File: src/inc/telemetry_defines.svh
// Offsets, field positions and timing counts of the telemetry readback bank
`ifndef TELEMETRY_DEFINES_SVH
`define TELEMETRY_DEFINES_SVH
`define ADDR_BATTERY_CURRENT 8'h3D
`define ADDR_INPUT_CURRENT   8'h3E
`define ADDR_CHIP_HEAT       8'h3F
`define ADDR_THERMISTOR      8'h40
`define ADDR_SERIES_RES      8'h41
`define ADDR_TEMP_REGION     8'h42
`define ADDR_STRAP_DECODE    8'h43
`define ADDR_CHARGE_I_REF    8'h44
`define ADDR_CHARGE_V_REF    8'h45
`define ADDR_INPUT_LIM_REF   8'h46
`define ADDR_SMOOTH_VOLTAGE  8'h47
`define ADDR_RES_CURRENT     8'h48
`define ADDR_VALID_FLAG      8'h4A
`define CHEM_LSB             8
`define CELLS_LSB            0
`define LVL_LOW              2'h0
`define LVL_HIGH             2'h1
`define LVL_FLOAT            2'h2
`define CHEM_LEAD_FIXED      4'h7
`define CHEM_LEAD_PROG       4'h8
`define CHEM_BAD             4'hF
`define CELLS_INVALID        4'h0
`define CELLS_TWELVE         4'hC
`define REGION_NONE          3'h0
`define REGION_COLDEST       3'h1
`define REGION_HOTTEST       3'h7
`define REGION_WARM          3'h5
`define REGION_HOT           3'h6
`define NUM_THRESH           6
`define FILT_SHIFT           4
`define CLK_PERIOD_NS        50
`define RAMP_STEP_NS         10000
`define RAMP_STEP_CYCLES \
  ((`RAMP_STEP_NS + `CLK_PERIOD_NS - 1) / `CLK_PERIOD_NS)
`endif

File: src/inc/telemetry_pkg.sv
// Types shared by the telemetry readback bank
package telemetry_pkg;
  typedef logic [1:0]  strap_level_t;
  typedef logic [15:0] word_t;
  typedef enum logic [1:0] {RAMP_HOLD, RAMP_UP, RAMP_DOWN} ramp_state_e;
endpackage

File: src/core/charger_telemetry_readback.sv
// Telemetry and configuration readback register bank of the charger
`timescale 1ns/1ps
`include "telemetry_defines.svh"
// Notes on behaviour
// 0x3D holds signed battery current word; negative means discharging
// 0x3E holds input current word, same scaling as battery current
// 0x3F holds signed die temperature word
// 0x40 holds signed thermistor ratio word; hotter gives lower code
// 0x41 holds computed per-cell battery series resistance word
// 0x42 holds 3-bit temperature region from ratio versus thresholds
// 0x43 bits 11:8 decode two three-level chemistry straps to 0..8
// 0x43 bits 3:0 decode cell straps; twelve cells only for lead-acid
// 0x44 shows 5-bit charge current code, ramped one step at a time
// Sense servo voltage is charge current code plus one, in mV
// 0x45 shows 6-bit charge voltage code from setting and offsets
// 0x46 shows 6-bit input limit code following its setting
// 0x47 holds digitally filtered battery voltage word
// 0x48 holds battery current used for the latest resistance result
// 0x4A bit 0 is one only while telemetry outputs are valid
// Host writes to this bank are ignored
// Each word updates whole, never mixing two conversions
module charger_telemetry_readback #(
  parameter int NT          = `NUM_THRESH,
  parameter int STEP_CYCLES = `RAMP_STEP_CYCLES
) (
  input  wire logic             clock,
  input  wire logic             reset,
  input  wire logic [7:0]       reg_sel,
  input  wire logic             reg_read,
  input  wire logic             reg_write,
  output logic      [15:0]      reg_rdata,
  output logic                  reg_ack,
  input  wire logic             meas_update,
  input  wire logic             meas_good,
  input  wire logic [15:0]      battery_current_in,
  input  wire logic [15:0]      input_current_in,
  input  wire logic [15:0]      chip_heat_in,
  input  wire logic [15:0]      thermistor_in,
  input  wire logic [15:0]      battery_voltage_in,
  input  wire logic             resistance_done,
  input  wire logic [15:0]      resistance_in,
  input  wire logic [15:0]      resistance_current_in,
  input  wire logic [3:0]       chemistry_strap_pins,
  input  wire logic [5:0]       cell_count_strap_pins,
  input  wire logic [NT*16-1:0] temperature_region_thresholds,
  input  wire logic             charger_active,
  input  wire logic [4:0]       programmed_charge_current,
  input  wire logic [5:0]       programmed_charge_voltage,
  input  wire logic             absorb_active,
  input  wire logic [5:0]       absorb_voltage_offset,
  input  wire logic             equalize_active,
  input  wire logic [5:0]       equalize_voltage_offset,
  input  wire logic             region_comp_en,
  input  wire logic [5:0]       region_voltage_drop,
  input  wire logic [5:0]       programmed_input_limit,
  output logic      [4:0]       charge_current_ref_code,
  output logic      [5:0]       charge_voltage_ref_code,
  output logic      [5:0]       input_limit_ref_code,
  output logic      [5:0]       charge_servo_mv,
  output logic                  strap_invalid
);
  //////////////////////////////////////////////////////////////////////////
  function automatic logic [3:0] chem_decode(input logic [3:0] p);
    case (p)
      {`LVL_LOW,   `LVL_LOW}:   chem_decode = 4'h0;
      {`LVL_HIGH,  `LVL_HIGH}:  chem_decode = 4'h1;
      {`LVL_LOW,   `LVL_FLOAT}: chem_decode = 4'h2;
      {`LVL_FLOAT, `LVL_LOW}:   chem_decode = 4'h3;
      {`LVL_LOW,   `LVL_HIGH}:  chem_decode = 4'h4;
      {`LVL_HIGH,  `LVL_FLOAT}: chem_decode = 4'h5;
      {`LVL_FLOAT, `LVL_HIGH}:  chem_decode = 4'h6;
      {`LVL_FLOAT, `LVL_FLOAT}: chem_decode = `CHEM_LEAD_FIXED;
      {`LVL_HIGH,  `LVL_LOW}:   chem_decode = `CHEM_LEAD_PROG;
      default:                  chem_decode = `CHEM_BAD;
    endcase
  endfunction

  function automatic logic [3:0] cells_decode(input logic [5:0] p);
    case (p)
      {`LVL_LOW,  `LVL_LOW,   `LVL_HIGH}:  cells_decode = 4'h1;
      {`LVL_LOW,  `LVL_HIGH,  `LVL_LOW}:   cells_decode = 4'h2;
      {`LVL_LOW,  `LVL_HIGH,  `LVL_HIGH}:  cells_decode = 4'h3;
      {`LVL_LOW,  `LVL_LOW,   `LVL_FLOAT}: cells_decode = 4'h4;
      {`LVL_LOW,  `LVL_FLOAT, `LVL_LOW}:   cells_decode = 4'h5;
      {`LVL_LOW,  `LVL_HIGH,  `LVL_FLOAT}: cells_decode = 4'h6;
      {`LVL_LOW,  `LVL_FLOAT, `LVL_HIGH}:  cells_decode = 4'h7;
      {`LVL_LOW,  `LVL_FLOAT, `LVL_FLOAT}: cells_decode = 4'h8;
      {`LVL_HIGH, `LVL_LOW,   `LVL_LOW}:   cells_decode = 4'h9;
      {`LVL_HIGH, `LVL_HIGH,  `LVL_HIGH}:  cells_decode = `CELLS_TWELVE;
      default:                             cells_decode = `CELLS_INVALID;
    endcase
  endfunction

  function automatic logic is_lead(input logic [3:0] c);
    is_lead = (c == `CHEM_LEAD_FIXED) || (c == `CHEM_LEAD_PROG);
  endfunction

  //////////////////////////////////////////////////////////////////////////
  telemetry_pkg::word_t battery_current_reg;
  telemetry_pkg::word_t input_current_reg;
  telemetry_pkg::word_t chip_heat_reg;
  telemetry_pkg::word_t thermistor_reg;
  telemetry_pkg::word_t series_res_reg;
  telemetry_pkg::word_t res_current_reg;
  telemetry_pkg::word_t smooth_voltage_reg;
  telemetry_pkg::word_t smooth_voltage_next;
  telemetry_pkg::word_t read_word;
  logic [2:0]  region_reg;
  logic [2:0]  region_next;
  logic [9:0]  strap_meta_reg;
  logic [9:0]  strap_sync_reg;
  logic [11:0] strap_word_reg;
  logic [11:0] strap_word_next;
  logic [5:0]  voltage_ref_reg;
  logic [5:0]  voltage_ref_next;
  logic [5:0]  input_lim_reg;
  logic        seen_update_reg;
  logic        valid_reg;
  logic [15:0] rdata_reg;
  logic        ack_reg;
  logic [4:0]  current_target;
  logic [4:0]  current_code;
  logic [NT-1:0] hotter_than;
  logic [16:0] filt_diff;
  logic [16:0] filt_step;
  logic [7:0]  volt_sum;
  logic [7:0]  volt_drop;
  logic [3:0]  chem_now;
  logic [3:0]  cells_raw;

  //////////////////////////////////////////////////////////////////////////
  // Straps are pad levels; two flops before any decode reads them
  always_ff @(posedge clock or posedge reset) begin
    if (reset) begin
      strap_meta_reg <= 10'h000;
      strap_sync_reg <= 10'h000;
    end else begin
      strap_meta_reg <= {cell_count_strap_pins, chemistry_strap_pins};
      strap_sync_reg <= strap_meta_reg;
    end
  end

  assign chem_now  = chem_decode(strap_sync_reg[3:0]);
  assign cells_raw = cells_decode(strap_sync_reg[9:4]);
  // Twelve cells on a lithium chemistry is reported as invalid
  assign strap_word_next = {chem_now, 4'h0,
    ((cells_raw == `CELLS_TWELVE) && !is_lead(chem_now)) ?
      `CELLS_INVALID : cells_raw};
  assign strap_invalid = (strap_word_reg[3:0] == `CELLS_INVALID);

  //////////////////////////////////////////////////////////////////////////
  // Region is one plus the number of thresholds the ratio sits below, or none for a lead-acid chemistry
  genvar gi;
  generate
    for (gi = 0; gi < NT; gi++) begin : g_thresh
      assign hotter_than[gi] = $signed(thermistor_reg) <
        $signed(temperature_region_thresholds[gi*16 +: 16]);
    end
  endgenerate

  always_comb begin
    region_next = `REGION_COLDEST;
    for (int i = 0; i < NT; i++) begin
      region_next = region_next + {2'h0, hotter_than[i]};
    end
    if (is_lead(strap_word_reg[11:8])) region_next = `REGION_NONE;
  end

  //////////////////////////////////////////////////////////////////////////
  // First sample loads the filter directly to avoid a long climb from zero
  assign filt_diff = {battery_voltage_in[15], battery_voltage_in} -
                     {smooth_voltage_reg[15], smooth_voltage_reg};
  assign filt_step = $signed(filt_diff) >>> `FILT_SHIFT;
  assign smooth_voltage_next = !seen_update_reg ? battery_voltage_in :
    16'({smooth_voltage_reg[15], smooth_voltage_reg} + filt_step);

  //////////////////////////////////////////////////////////////////////////
  // Charging pauses in the coldest and hottest regions
  assign current_target = (charger_active &&
    region_reg != `REGION_COLDEST && region_reg != `REGION_HOTTEST) ?
    programmed_charge_current : 5'h00;

  current_soft_ramp #(
    .W           (5),
    .STEP_CYCLES (STEP_CYCLES)
  ) u_ramp (
    .clock  (clock),
    .reset  (reset),
    .target (current_target),
    .code   (current_code)
  );

  assign charge_current_ref_code = current_code;
  assign charge_servo_mv = {1'b0, current_code} + 6'h01;

  // Voltage code saturates at both ends instead of wrapping
  assign volt_drop = (region_comp_en && (region_reg == `REGION_WARM ||
    region_reg == `REGION_HOT)) ? {2'h0, region_voltage_drop} : 8'h00;
  assign volt_sum = {2'h0, programmed_charge_voltage} +
    (absorb_active ? {2'h0, absorb_voltage_offset} : 8'h00) +
    (equalize_active ? {2'h0, equalize_voltage_offset} : 8'h00);
  assign voltage_ref_next = (volt_sum < volt_drop) ? 6'h00 :
    ((volt_sum - volt_drop) > 8'h3F) ? 6'h3F :
    6'(volt_sum - volt_drop);

  //////////////////////////////////////////////////////////////////////////
  always_ff @(posedge clock or posedge reset) begin
    if (reset) begin
      battery_current_reg <= 16'h0000;
      input_current_reg   <= 16'h0000;
      chip_heat_reg       <= 16'h0000;
      thermistor_reg      <= 16'h0000;
      smooth_voltage_reg  <= 16'h0000;
      seen_update_reg     <= 1'b0;
    end else if (meas_update) begin
      battery_current_reg <= battery_current_in;
      input_current_reg   <= input_current_in;
      chip_heat_reg       <= chip_heat_in;
      thermistor_reg      <= thermistor_in;
      smooth_voltage_reg  <= smooth_voltage_next;
      seen_update_reg     <= 1'b1;
    end
  end

  // Result and its current are captured together so they always pair
  always_ff @(posedge clock or posedge reset) begin
    if (reset) begin
      series_res_reg  <= 16'h0000;
      res_current_reg <= 16'h0000;
    end else if (resistance_done) begin
      series_res_reg  <= resistance_in;
      res_current_reg <= resistance_current_in;
    end
  end

  always_ff @(posedge clock or posedge reset) begin
    if (reset) begin
      region_reg      <= `REGION_NONE;
      strap_word_reg  <= 12'h000;
      voltage_ref_reg <= 6'h00;
      input_lim_reg   <= 6'h00;
      valid_reg       <= 1'b0;
    end else begin
      region_reg      <= region_next;
      strap_word_reg  <= strap_word_next;
      voltage_ref_reg <= voltage_ref_next;
      input_lim_reg   <= programmed_input_limit;
      valid_reg       <= meas_good && seen_update_reg;
    end
  end

  assign charge_voltage_ref_code = voltage_ref_reg;
  assign input_limit_ref_code    = input_lim_reg;

  //////////////////////////////////////////////////////////////////////////
  // Writes are acknowledged but never touch any storage
  assign read_word =
    (reg_sel == `ADDR_BATTERY_CURRENT) ? battery_current_reg :
    (reg_sel == `ADDR_INPUT_CURRENT)   ? input_current_reg :
    (reg_sel == `ADDR_CHIP_HEAT)       ? chip_heat_reg :
    (reg_sel == `ADDR_THERMISTOR)      ? thermistor_reg :
    (reg_sel == `ADDR_SERIES_RES)      ? series_res_reg :
    (reg_sel == `ADDR_TEMP_REGION)     ? {13'h0000, region_reg} :
    (reg_sel == `ADDR_STRAP_DECODE)    ? {4'h0, strap_word_reg} :
    (reg_sel == `ADDR_CHARGE_I_REF)    ? {11'h000, 5'(current_code)} :
    (reg_sel == `ADDR_CHARGE_V_REF)    ? {10'h000, voltage_ref_reg} :
    (reg_sel == `ADDR_INPUT_LIM_REF)   ? {10'h000, input_lim_reg} :
    (reg_sel == `ADDR_SMOOTH_VOLTAGE)  ? smooth_voltage_reg :
    (reg_sel == `ADDR_RES_CURRENT)     ? res_current_reg :
    (reg_sel == `ADDR_VALID_FLAG)      ? {15'h0000, valid_reg} :
    16'h0000;

  always_ff @(posedge clock or posedge reset) begin
    if (reset) begin
      rdata_reg <= 16'h0000;
      ack_reg   <= 1'b0;
    end else begin
      if (reg_read) rdata_reg <= read_word;
      ack_reg <= reg_read || reg_write;
    end
  end

  assign reg_rdata = rdata_reg;
  assign reg_ack   = ack_reg;
endmodule

File: src/core/current_soft_ramp.sv
// Soft-start and soft-stop ramp of the charge current reference code
`timescale 1ns/1ps
`include "telemetry_defines.svh"
module current_soft_ramp #(
  parameter int W           = 5,
  parameter int STEP_CYCLES = `RAMP_STEP_CYCLES
) (
  input  wire logic         clock,
  input  wire logic         reset,
  input  wire logic [W-1:0] target,
  output logic      [W-1:0] code
);
  localparam logic [15:0] STEP_LAST = 16'(STEP_CYCLES - 1);

  telemetry_pkg::ramp_state_e state;
  logic [15:0]  count_reg;
  logic [15:0]  count_next;
  logic [W-1:0] code_reg;
  logic [W-1:0] code_next;
  wire          step_tick = (count_reg == STEP_LAST);

  //////////////////////////////////////////////////////////////////////////
  assign state = (code_reg < target) ? telemetry_pkg::RAMP_UP :
                 (code_reg > target) ? telemetry_pkg::RAMP_DOWN :
                 telemetry_pkg::RAMP_HOLD;

  // Counter restarts when settled so a new target waits one full step
  always_comb begin
    count_next = step_tick ? 16'h0000 : count_reg + 16'h0001;
    code_next  = code_reg;
    case (state)
      telemetry_pkg::RAMP_UP: begin
        if (step_tick) code_next = code_reg + 1'b1;
      end
      telemetry_pkg::RAMP_DOWN: begin
        if (step_tick) code_next = code_reg - 1'b1;
      end
      telemetry_pkg::RAMP_HOLD: begin
        count_next = 16'h0000;
      end
      default: begin
        count_next = 16'h0000;
      end
    endcase
  end

  always_ff @(posedge clock or posedge reset) begin
    if (reset) begin
      count_reg <= 16'h0000;
      code_reg  <= '0;
    end else begin
      count_reg <= count_next;
      code_reg  <= code_next;
    end
  end

  assign code = code_reg;
endmodule

File: config.mk
export PLATFORM = sky130hd
export DESIGN_NAME = charger_telemetry_readback
export DESIGN_NICKNAME = d
export VERILOG_FILES = /design/src/inc/telemetry_pkg.sv /design/src/core/charger_telemetry_readback.sv /design/src/core/current_soft_ramp.sv
export VERILOG_INCLUDE_DIRS = /design/src /design/src/inc
export SDC_FILE = /design/constraint.sdc
export NUM_CORES = 1
export LEC_CHECK = 0
export ABC_AREA = 1
export BUFFER_PORTS_ARGS = -buffer_cell sky130_fd_sc_hd__clkbuf_2
export CORE_ASPECT_RATIO = 2
export CORE_MARGIN = 8
export CORE_UTILIZATION = 55
export DETAILED_ROUTE_END_ITERATION = 8
export PLACE_DENSITY_LB_ADDON = 0.3
export SLEW_MARGIN = 20
export SYNTH_ARGS = -nofsm -noshare
export SYNTH_HDL_FRONTEND = slang
export SYNTH_HIERARCHICAL = 1
export SYNTH_SLANG_ARGS = --single-unit
File: constraint.sdc
create_clock -name clock -period 7 [get_ports clock]
set_input_delay 0.7 -clock clock [delete_from_list [all_inputs] [get_ports clock]]
set_output_delay 0.7 -clock clock [all_outputs]
set_load 0.03 [all_outputs]
== Yosys cells after proc, flatten, opt, wreduce, memory -nomap -nowiden ==
Memories as Yosys holds them, arrays and structs flattened.
Index checks and enable logic that the tools add are counted.

* Memory bits (read-only): 192
* Bits of input ports: 272
* Bits in registers: 195
* Memories kept: 2
* Output and inout port bits: 41
* Logic and storage cells: 117

* Add/sub/neg operators: 15
* Order comparisons: 10
* Reduce and logical (&&, ||, !) cells: 14
* Equality and inequality tests: 27
* Multiplexer cells: 30

{| class="wikitable"
|+ Memory list
! memory !! depth !! width !! rd ports !! clocked after memory_dff !! wr ports !! line !! RTL
|-
| (name not given) || 32 || 4 || 1 || 0 || 0 || charger_telemetry_readback.sv:79 || <nowiki>case (p)</nowiki>
|-
| (name not given) || 16 || 4 || 1 || 0 || 0 || charger_telemetry_readback.sv:64 || <nowiki>case (p)</nowiki>
|}

{| class="wikitable"
|+ Operator list
! kind !! number
|-
| $mux W16 || 15
|-
| $lt A16 B16 Y1 || 6
|-
| $eq A8 B7 Y1 const B || 10
|-
| $mux W6 || 5
|-
| $eq A8 B6 Y1 const B || 3
|-
| $sub A16 B16 Y17 || 1
|-
| $add A16 B1 Y16 const B || 1
|-
| $add A16 B13 Y16 || 1
|-
| $eq A16 B8 Y1 const B || 1
|-
| $mux W5 || 3
|-
| $add A3 B1 Y3 || 4
|-
| $eq A4 B4 Y1 const B || 3
|-
| $pmux W5 S2 || 1
|-
| $add A7 B6 Y8 || 1
|-
| $eq A4 B3 Y1 const B || 2
|-
| $gt A8 B6 Y1 const B || 1
|-
| $lt A8 B6 Y1 || 1
|-
| $mux W4 || 2
|-
| $sub A8 B6 Y8 || 1
|-
| $add A6 B6 Y7 || 1
|-
| $add A5 B1 Y6 const B || 1
|-
| $eq A3 B3 Y1 const B || 2
|-
| $add A5 B1 Y5 const B || 1
|-
| $gt A5 B5 Y1 || 1
|-
| other kinds (19) || 28
|}

== Logic depth before layout (Yosys ltp) ==
* Depth in word-level cells: 14
* Depth in mapped cells: 24
* Depth with buffers taken out: 24

== Modules after synthesis ==
Netlist, hierarchy kept.

{| class="wikitable"
|+ Modules (own cells, without submodules)
! module !! sequential area each (sq um) !! cells an instance !! area an instance (sq um) !! instances
|-
| charger_telemetry_readback || 4354.2 || 1629 || 12428.2 || 1
|-
| current_soft_ramp || 525.5 || 179 || 1372.6 || 1
|}

== Worst setup path after synthesis ==
No wires, ideal clock.

* Path kind: input -> register
* Start: in temperature_region_thresholds[35]
* End: reg region_reg[1]
* Setup slack: 3.435 ns
* Data required time: 6.868 ns
* Buffers on the path: 0
* Arrival time: 3.433 ns
* Setup time: 0.132 ns
* Cell stages on the path: 17
* Cells stage by stage: inv_1 -> ha_1 -> nand2_1 -> o21ai_0 -> nand4_1 -> o211ai_1 -> nand3_1 -> nand2_1 -> xor2_1 -> inv_1 -> ha_1 -> fa_1 -> fa_1 -> inv_1 -> fa_1 -> inv_1 -> nor2_1

* Longest elaborated chain between the ends: 6

{| class="wikitable"
|+ RTL lines
! item !! line !! RTL
|-
| from (decl) || charger_telemetry_readback.sv:45 || <nowiki>input wire logic [NT*16-1:0] temperature_region_thresholds,</nowiki>
|-
| $lt A16 B16 Y1 || charger_telemetry_readback.sv:156 || <nowiki>assign hotter_than[gi] = $signed(thermistor_reg) <</nowiki>
|-
| $add A3 B1 Y3 (4 in series) || charger_telemetry_readback.sv:164 || <nowiki>region_next = region_next + {2'h0, hotter_than[i]};</nowiki>
|-
| $mux W3 || charger_telemetry_readback.sv:166 || <nowiki>if (is_lead(strap_word_reg[11:8])) region_next = `REGION_NONE;</nowiki>
|-
| via region_next[1] || charger_telemetry_readback.sv:109 || <nowiki>logic [2:0] region_next;</nowiki>
|-
| to (signal assigned) || charger_telemetry_readback.sv:238 || <nowiki>region_reg <= `REGION_NONE;</nowiki>
|-
| to (signal assigned) || charger_telemetry_readback.sv:244 || <nowiki>region_reg <= region_next;</nowiki>
|-
| to (decl) || charger_telemetry_readback.sv:108 || <nowiki>logic [2:0] region_reg;</nowiki>
|}

The timed path passes the listed nets, and every way through them passes these cells.
A chain may end at the register's enable or synchronous reset.

== Worst setup path in the final report ==
* Start: reg thermistor_reg[3]
* End: reg region_reg[1]

* Longest elaborated chain between the ends: 8
* Elaborated cells between the ends (all ways): 13

{| class="wikitable"
|+ RTL lines
! item !! line !! RTL
|-
| from (decl) || charger_telemetry_readback.sv:102 || <nowiki>telemetry_pkg::word_t thermistor_reg;</nowiki>
|-
| from (signal assigned) || charger_telemetry_readback.sv:219 || <nowiki>thermistor_reg <= thermistor_in;</nowiki>
|-
| $lt A16 B16 Y1 || charger_telemetry_readback.sv:156 ||
|-
| $add A1 B1 Y2 || charger_telemetry_readback.sv:164 ||
|-
| $add A2 B1 Y3 || charger_telemetry_readback.sv:164 ||
|-
| $add A3 B1 Y3 (3 in series) || charger_telemetry_readback.sv:164 ||
|-
| $add A3 B1 Y3 * || charger_telemetry_readback.sv:164 ||
|-
| $mux W3 * || charger_telemetry_readback.sv:166 ||
|-
| via region_next[1] || charger_telemetry_readback.sv:109 ||
|}

The timed path passes the listed nets; every way through them passes the cells marked *.

==> run metrics <==
clock sinks=195; R2R Path Start=thermistor_reg[3]; CTS resizes=0; CP max FO=8; GR Util All Layers=26.52%; Pins Over Slew Limit=0; number of port buffers=312; Hold WC Path Type=flop to flop; # hold bufs at CTS=0; clock latency on the worst-skew pair=450 ps; NumNets Final=2543; Slew @ Worst Pin=959.7 ps; crit path DAT=4040 ps; Pre-antenna DRT Iters=5; min Tclk post-route=3742 ps; syn nets=2243; most common cell after layout, fill and taps aside=nand2_1; outcome=finished, final reports clean; share of the yosys chip area belonging to registers=35.36%; DIE WIDTH=128.0 um; clock slew at reported path FFs=70 ps; maximum vdd drop=0.0003724 V; layout cell share with drive strength beyond 1=19.75%; synth top area cells=dfrtp_1 (35%), ha_1 (14%), nand2_1 (13%), inv_1 (9.0%), o21ai_0 (4.1%); WL/cell=16.34 um; most frequent cells in the layout=nand2_1 (460), inv_1 (330), clkbuf_2 (311); nature of the critical path startpoint=flop; Post-DRT Antenna Nets=0; clk_skew=11.93 ps; Die Height=240.0 um; Buf+Inv Stages, Crit Path=3; Routed WL=40240 um; r2r setup slk=3260 ps; Crit Reg-Reg Endpoint=region_reg[1]; Power Density=304.4 nW/um2; GP Congestion=0.9327; HPWL Detailed=32510 um; EDFF count, synth=0; Ys Warns=6; Synth top area share=35.36%; maximum root-to-sink buffer count=2; MaxCap Viol Count=0; design area=16250 um2; Synth cell types=52; family with the most delay on the worst path=adder cells; Yosys reg bits=195; leading area contributor after synthesis=dfrtp_1; final hold vios=0; vias in the first global route=12.73k; root buf cell=clkbuf_16; Hold Crit Start=strap_meta_reg[4]; crit-path max cell delay=530 ps; setup repair bufs after CTS=0; Multi-input gate area=7481 um2; I/O pin count=313; leakage power=9.330 nW; CTS H-tree depth=4; Worst Hold Depth=0; CTS tree=done; starting density of the core=55.58%; CP Class=flop to flop; FMAX=0.2672 GHz; RSZ-0062 raised after global routing=false; WP depth=16; FP Rows=82; routed via count=12.86k; initial antenna violation count=5; async set-reset flop share out of synthesis=100.0%; Setup TNS=0 ps; Inserted Clock Buffers=17; largest net degree at the start of global routing=75; Synth Instances=1808; Die Footprint=30730 um2; Rel. slew slack=35.47%; Finish-stage setup viols=0; area grow syn2layout=17.73%; DR vias/cell=5.221; CP endpoint=region_reg[1]; Cell Area, Synth=13800 um2; core area=24830 um2; Crit. Startpoint=thermistor_reg[3]; grt ovf=0; CP Cell Sequence=ha_1, nand2_1, o21ai_0, nand4_1, o211ai_1, nand3_1, nand2_1, xor2_1, inv_1, ha_1, fa_1, fa_1, inv_1, fa_1, inv_1, nor2_1; ys flop type=dfrtp_1; CP max stage cell=fa_1; Syn Area/Cell=7.633 um2; period utilization=53.46%; crit end category=flop; Cell Area, Placed=15670 um2; Worst Path Required=7300 ps; Worst Reg-to-Reg Cells=16; final core utilization=65.44%; first-pass GRT wire length=63650 um; fill cell count=2255; Starting DRT DRC Count=958; Seq. cell area=4880 um2; Residual DRC=0
-- how the worst min path moves through the flow --
stage                               to  slack (ps)
2_1_floorplan        strap_sync_reg[0]         330
3_3_place_gp         strap_sync_reg[4]         330
3_5_place_dp         strap_sync_reg[2]         330
4_1_cts        input_limit_ref_code[3]         340
5_1_grt        input_limit_ref_code[3]         340
6_report             strap_sync_reg[4]         340
-- per-layer routing --
layer  vias to the layer above  track usage [%]  wire, um
met2                       472            43.80     19250
li1                       6411                -         -
met5                         -                0         0
met3                        92            6.486      3203
met1                      5880            31.76     16190
met4                         0            12.51      1598
-- power breakdown --
group          internal (mW)  leakage, nW  switching (mW)  total [mW]
clock                  0.506        0.278           0.450       0.956
sequential              1.31         2.34           0.160        1.47
combinational          0.972         6.72            1.55        2.52
total                   2.79         9.33            2.16        4.95
-- per-stage QoR --
stage                     instances  setup WS, ps  hold slack, ps  total power, mW
after floorplan                1808          1583           331.2            3.323
after global placement         2425          3098           332.7            3.903
after detailed placement       2425          2997           334.7            3.959
after CTS                      2457          3219           344.4            4.925
after global routing           2462          3030           338.3            5.366
final                          2462          3258           342.2            4.945
-- worst reg2reg max path, delay by kind of cell (launching register included) --
kind | cells | cell delay (ps)
DFF | 1 | 510
xor gates and xnor gates | 1 | 150
AOI/OAI and AO/OA | 2 | 320
buffers and inverters | 3 | 190
and+or+nand+nor | 5 | 390
adders and majority gates | 5 | 2050
-- cells by family (layout without fill, tap and decap cells) --
logic type | after synthesis | count (layout) | share of synthesized area, %
buffers and inverters | 378 | 691 | 10.44
AO/OA/AOI/OAI | 306 | 306 | 12.69
adder cells (fa/ha/maj) | 163 | 163 | 15.49
other | 0 | 5 | 0
AND/OR/NAND/NOR | 706 | 706 | 21.88
multiplexers | 19 | 19 | 1.550
XOR/XNOR | 41 | 41 | 2.602
flip-flops | 195 | 195 | 35.36
-- area by class of cell --
class,count,share of cell area (%)
Antenna cell,5,0.07701
Sequential cell,195,30.03
Multi-Input combinational cell,1235,46.04
Timing Repair Buffer,316,9.811
Clock buffer,19,2.726
Tap cell,336,2.587
Inverter,343,7.970
Clock inverter,13,0.7547
-- synth_stat cells, types with 2 or more instances --
cell type / instances
nor3_4: 4
nor4_1: 4
a22oi_1: 2
o31ai_1: 5
nor2_2: 5
buf_2: 3
fa_1: 13
a211o_1: 2
nand2_2: 9
nand2_1: 460
nor3_1: 24
xor2_1: 25
ha_1: 150
nor3b_1: 2
a21o_1: 11
a21boi_0: 2
a21oi_1: 109
o2111ai_1: 9
buf_6: 2
o21ai_0: 112
or2_2: 4
o221ai_1: 7
nand2_4: 2
inv_1: 331
dfrtp_1: 195
o22ai_1: 7
a31oi_1: 9
o21bai_1: 3
clkbuf_1: 26
nand4_1: 16
xnor2_1: 16
nor2_4: 4
nor2_1: 104
o211ai_1: 12
buf_1: 4
mux2_2: 19
nand3_1: 59
inv_2: 11
o21ai_1: 9
o221ai_2: 2
nor3_2: 4
No activity file was read; power rests on OpenSTA's default activity.
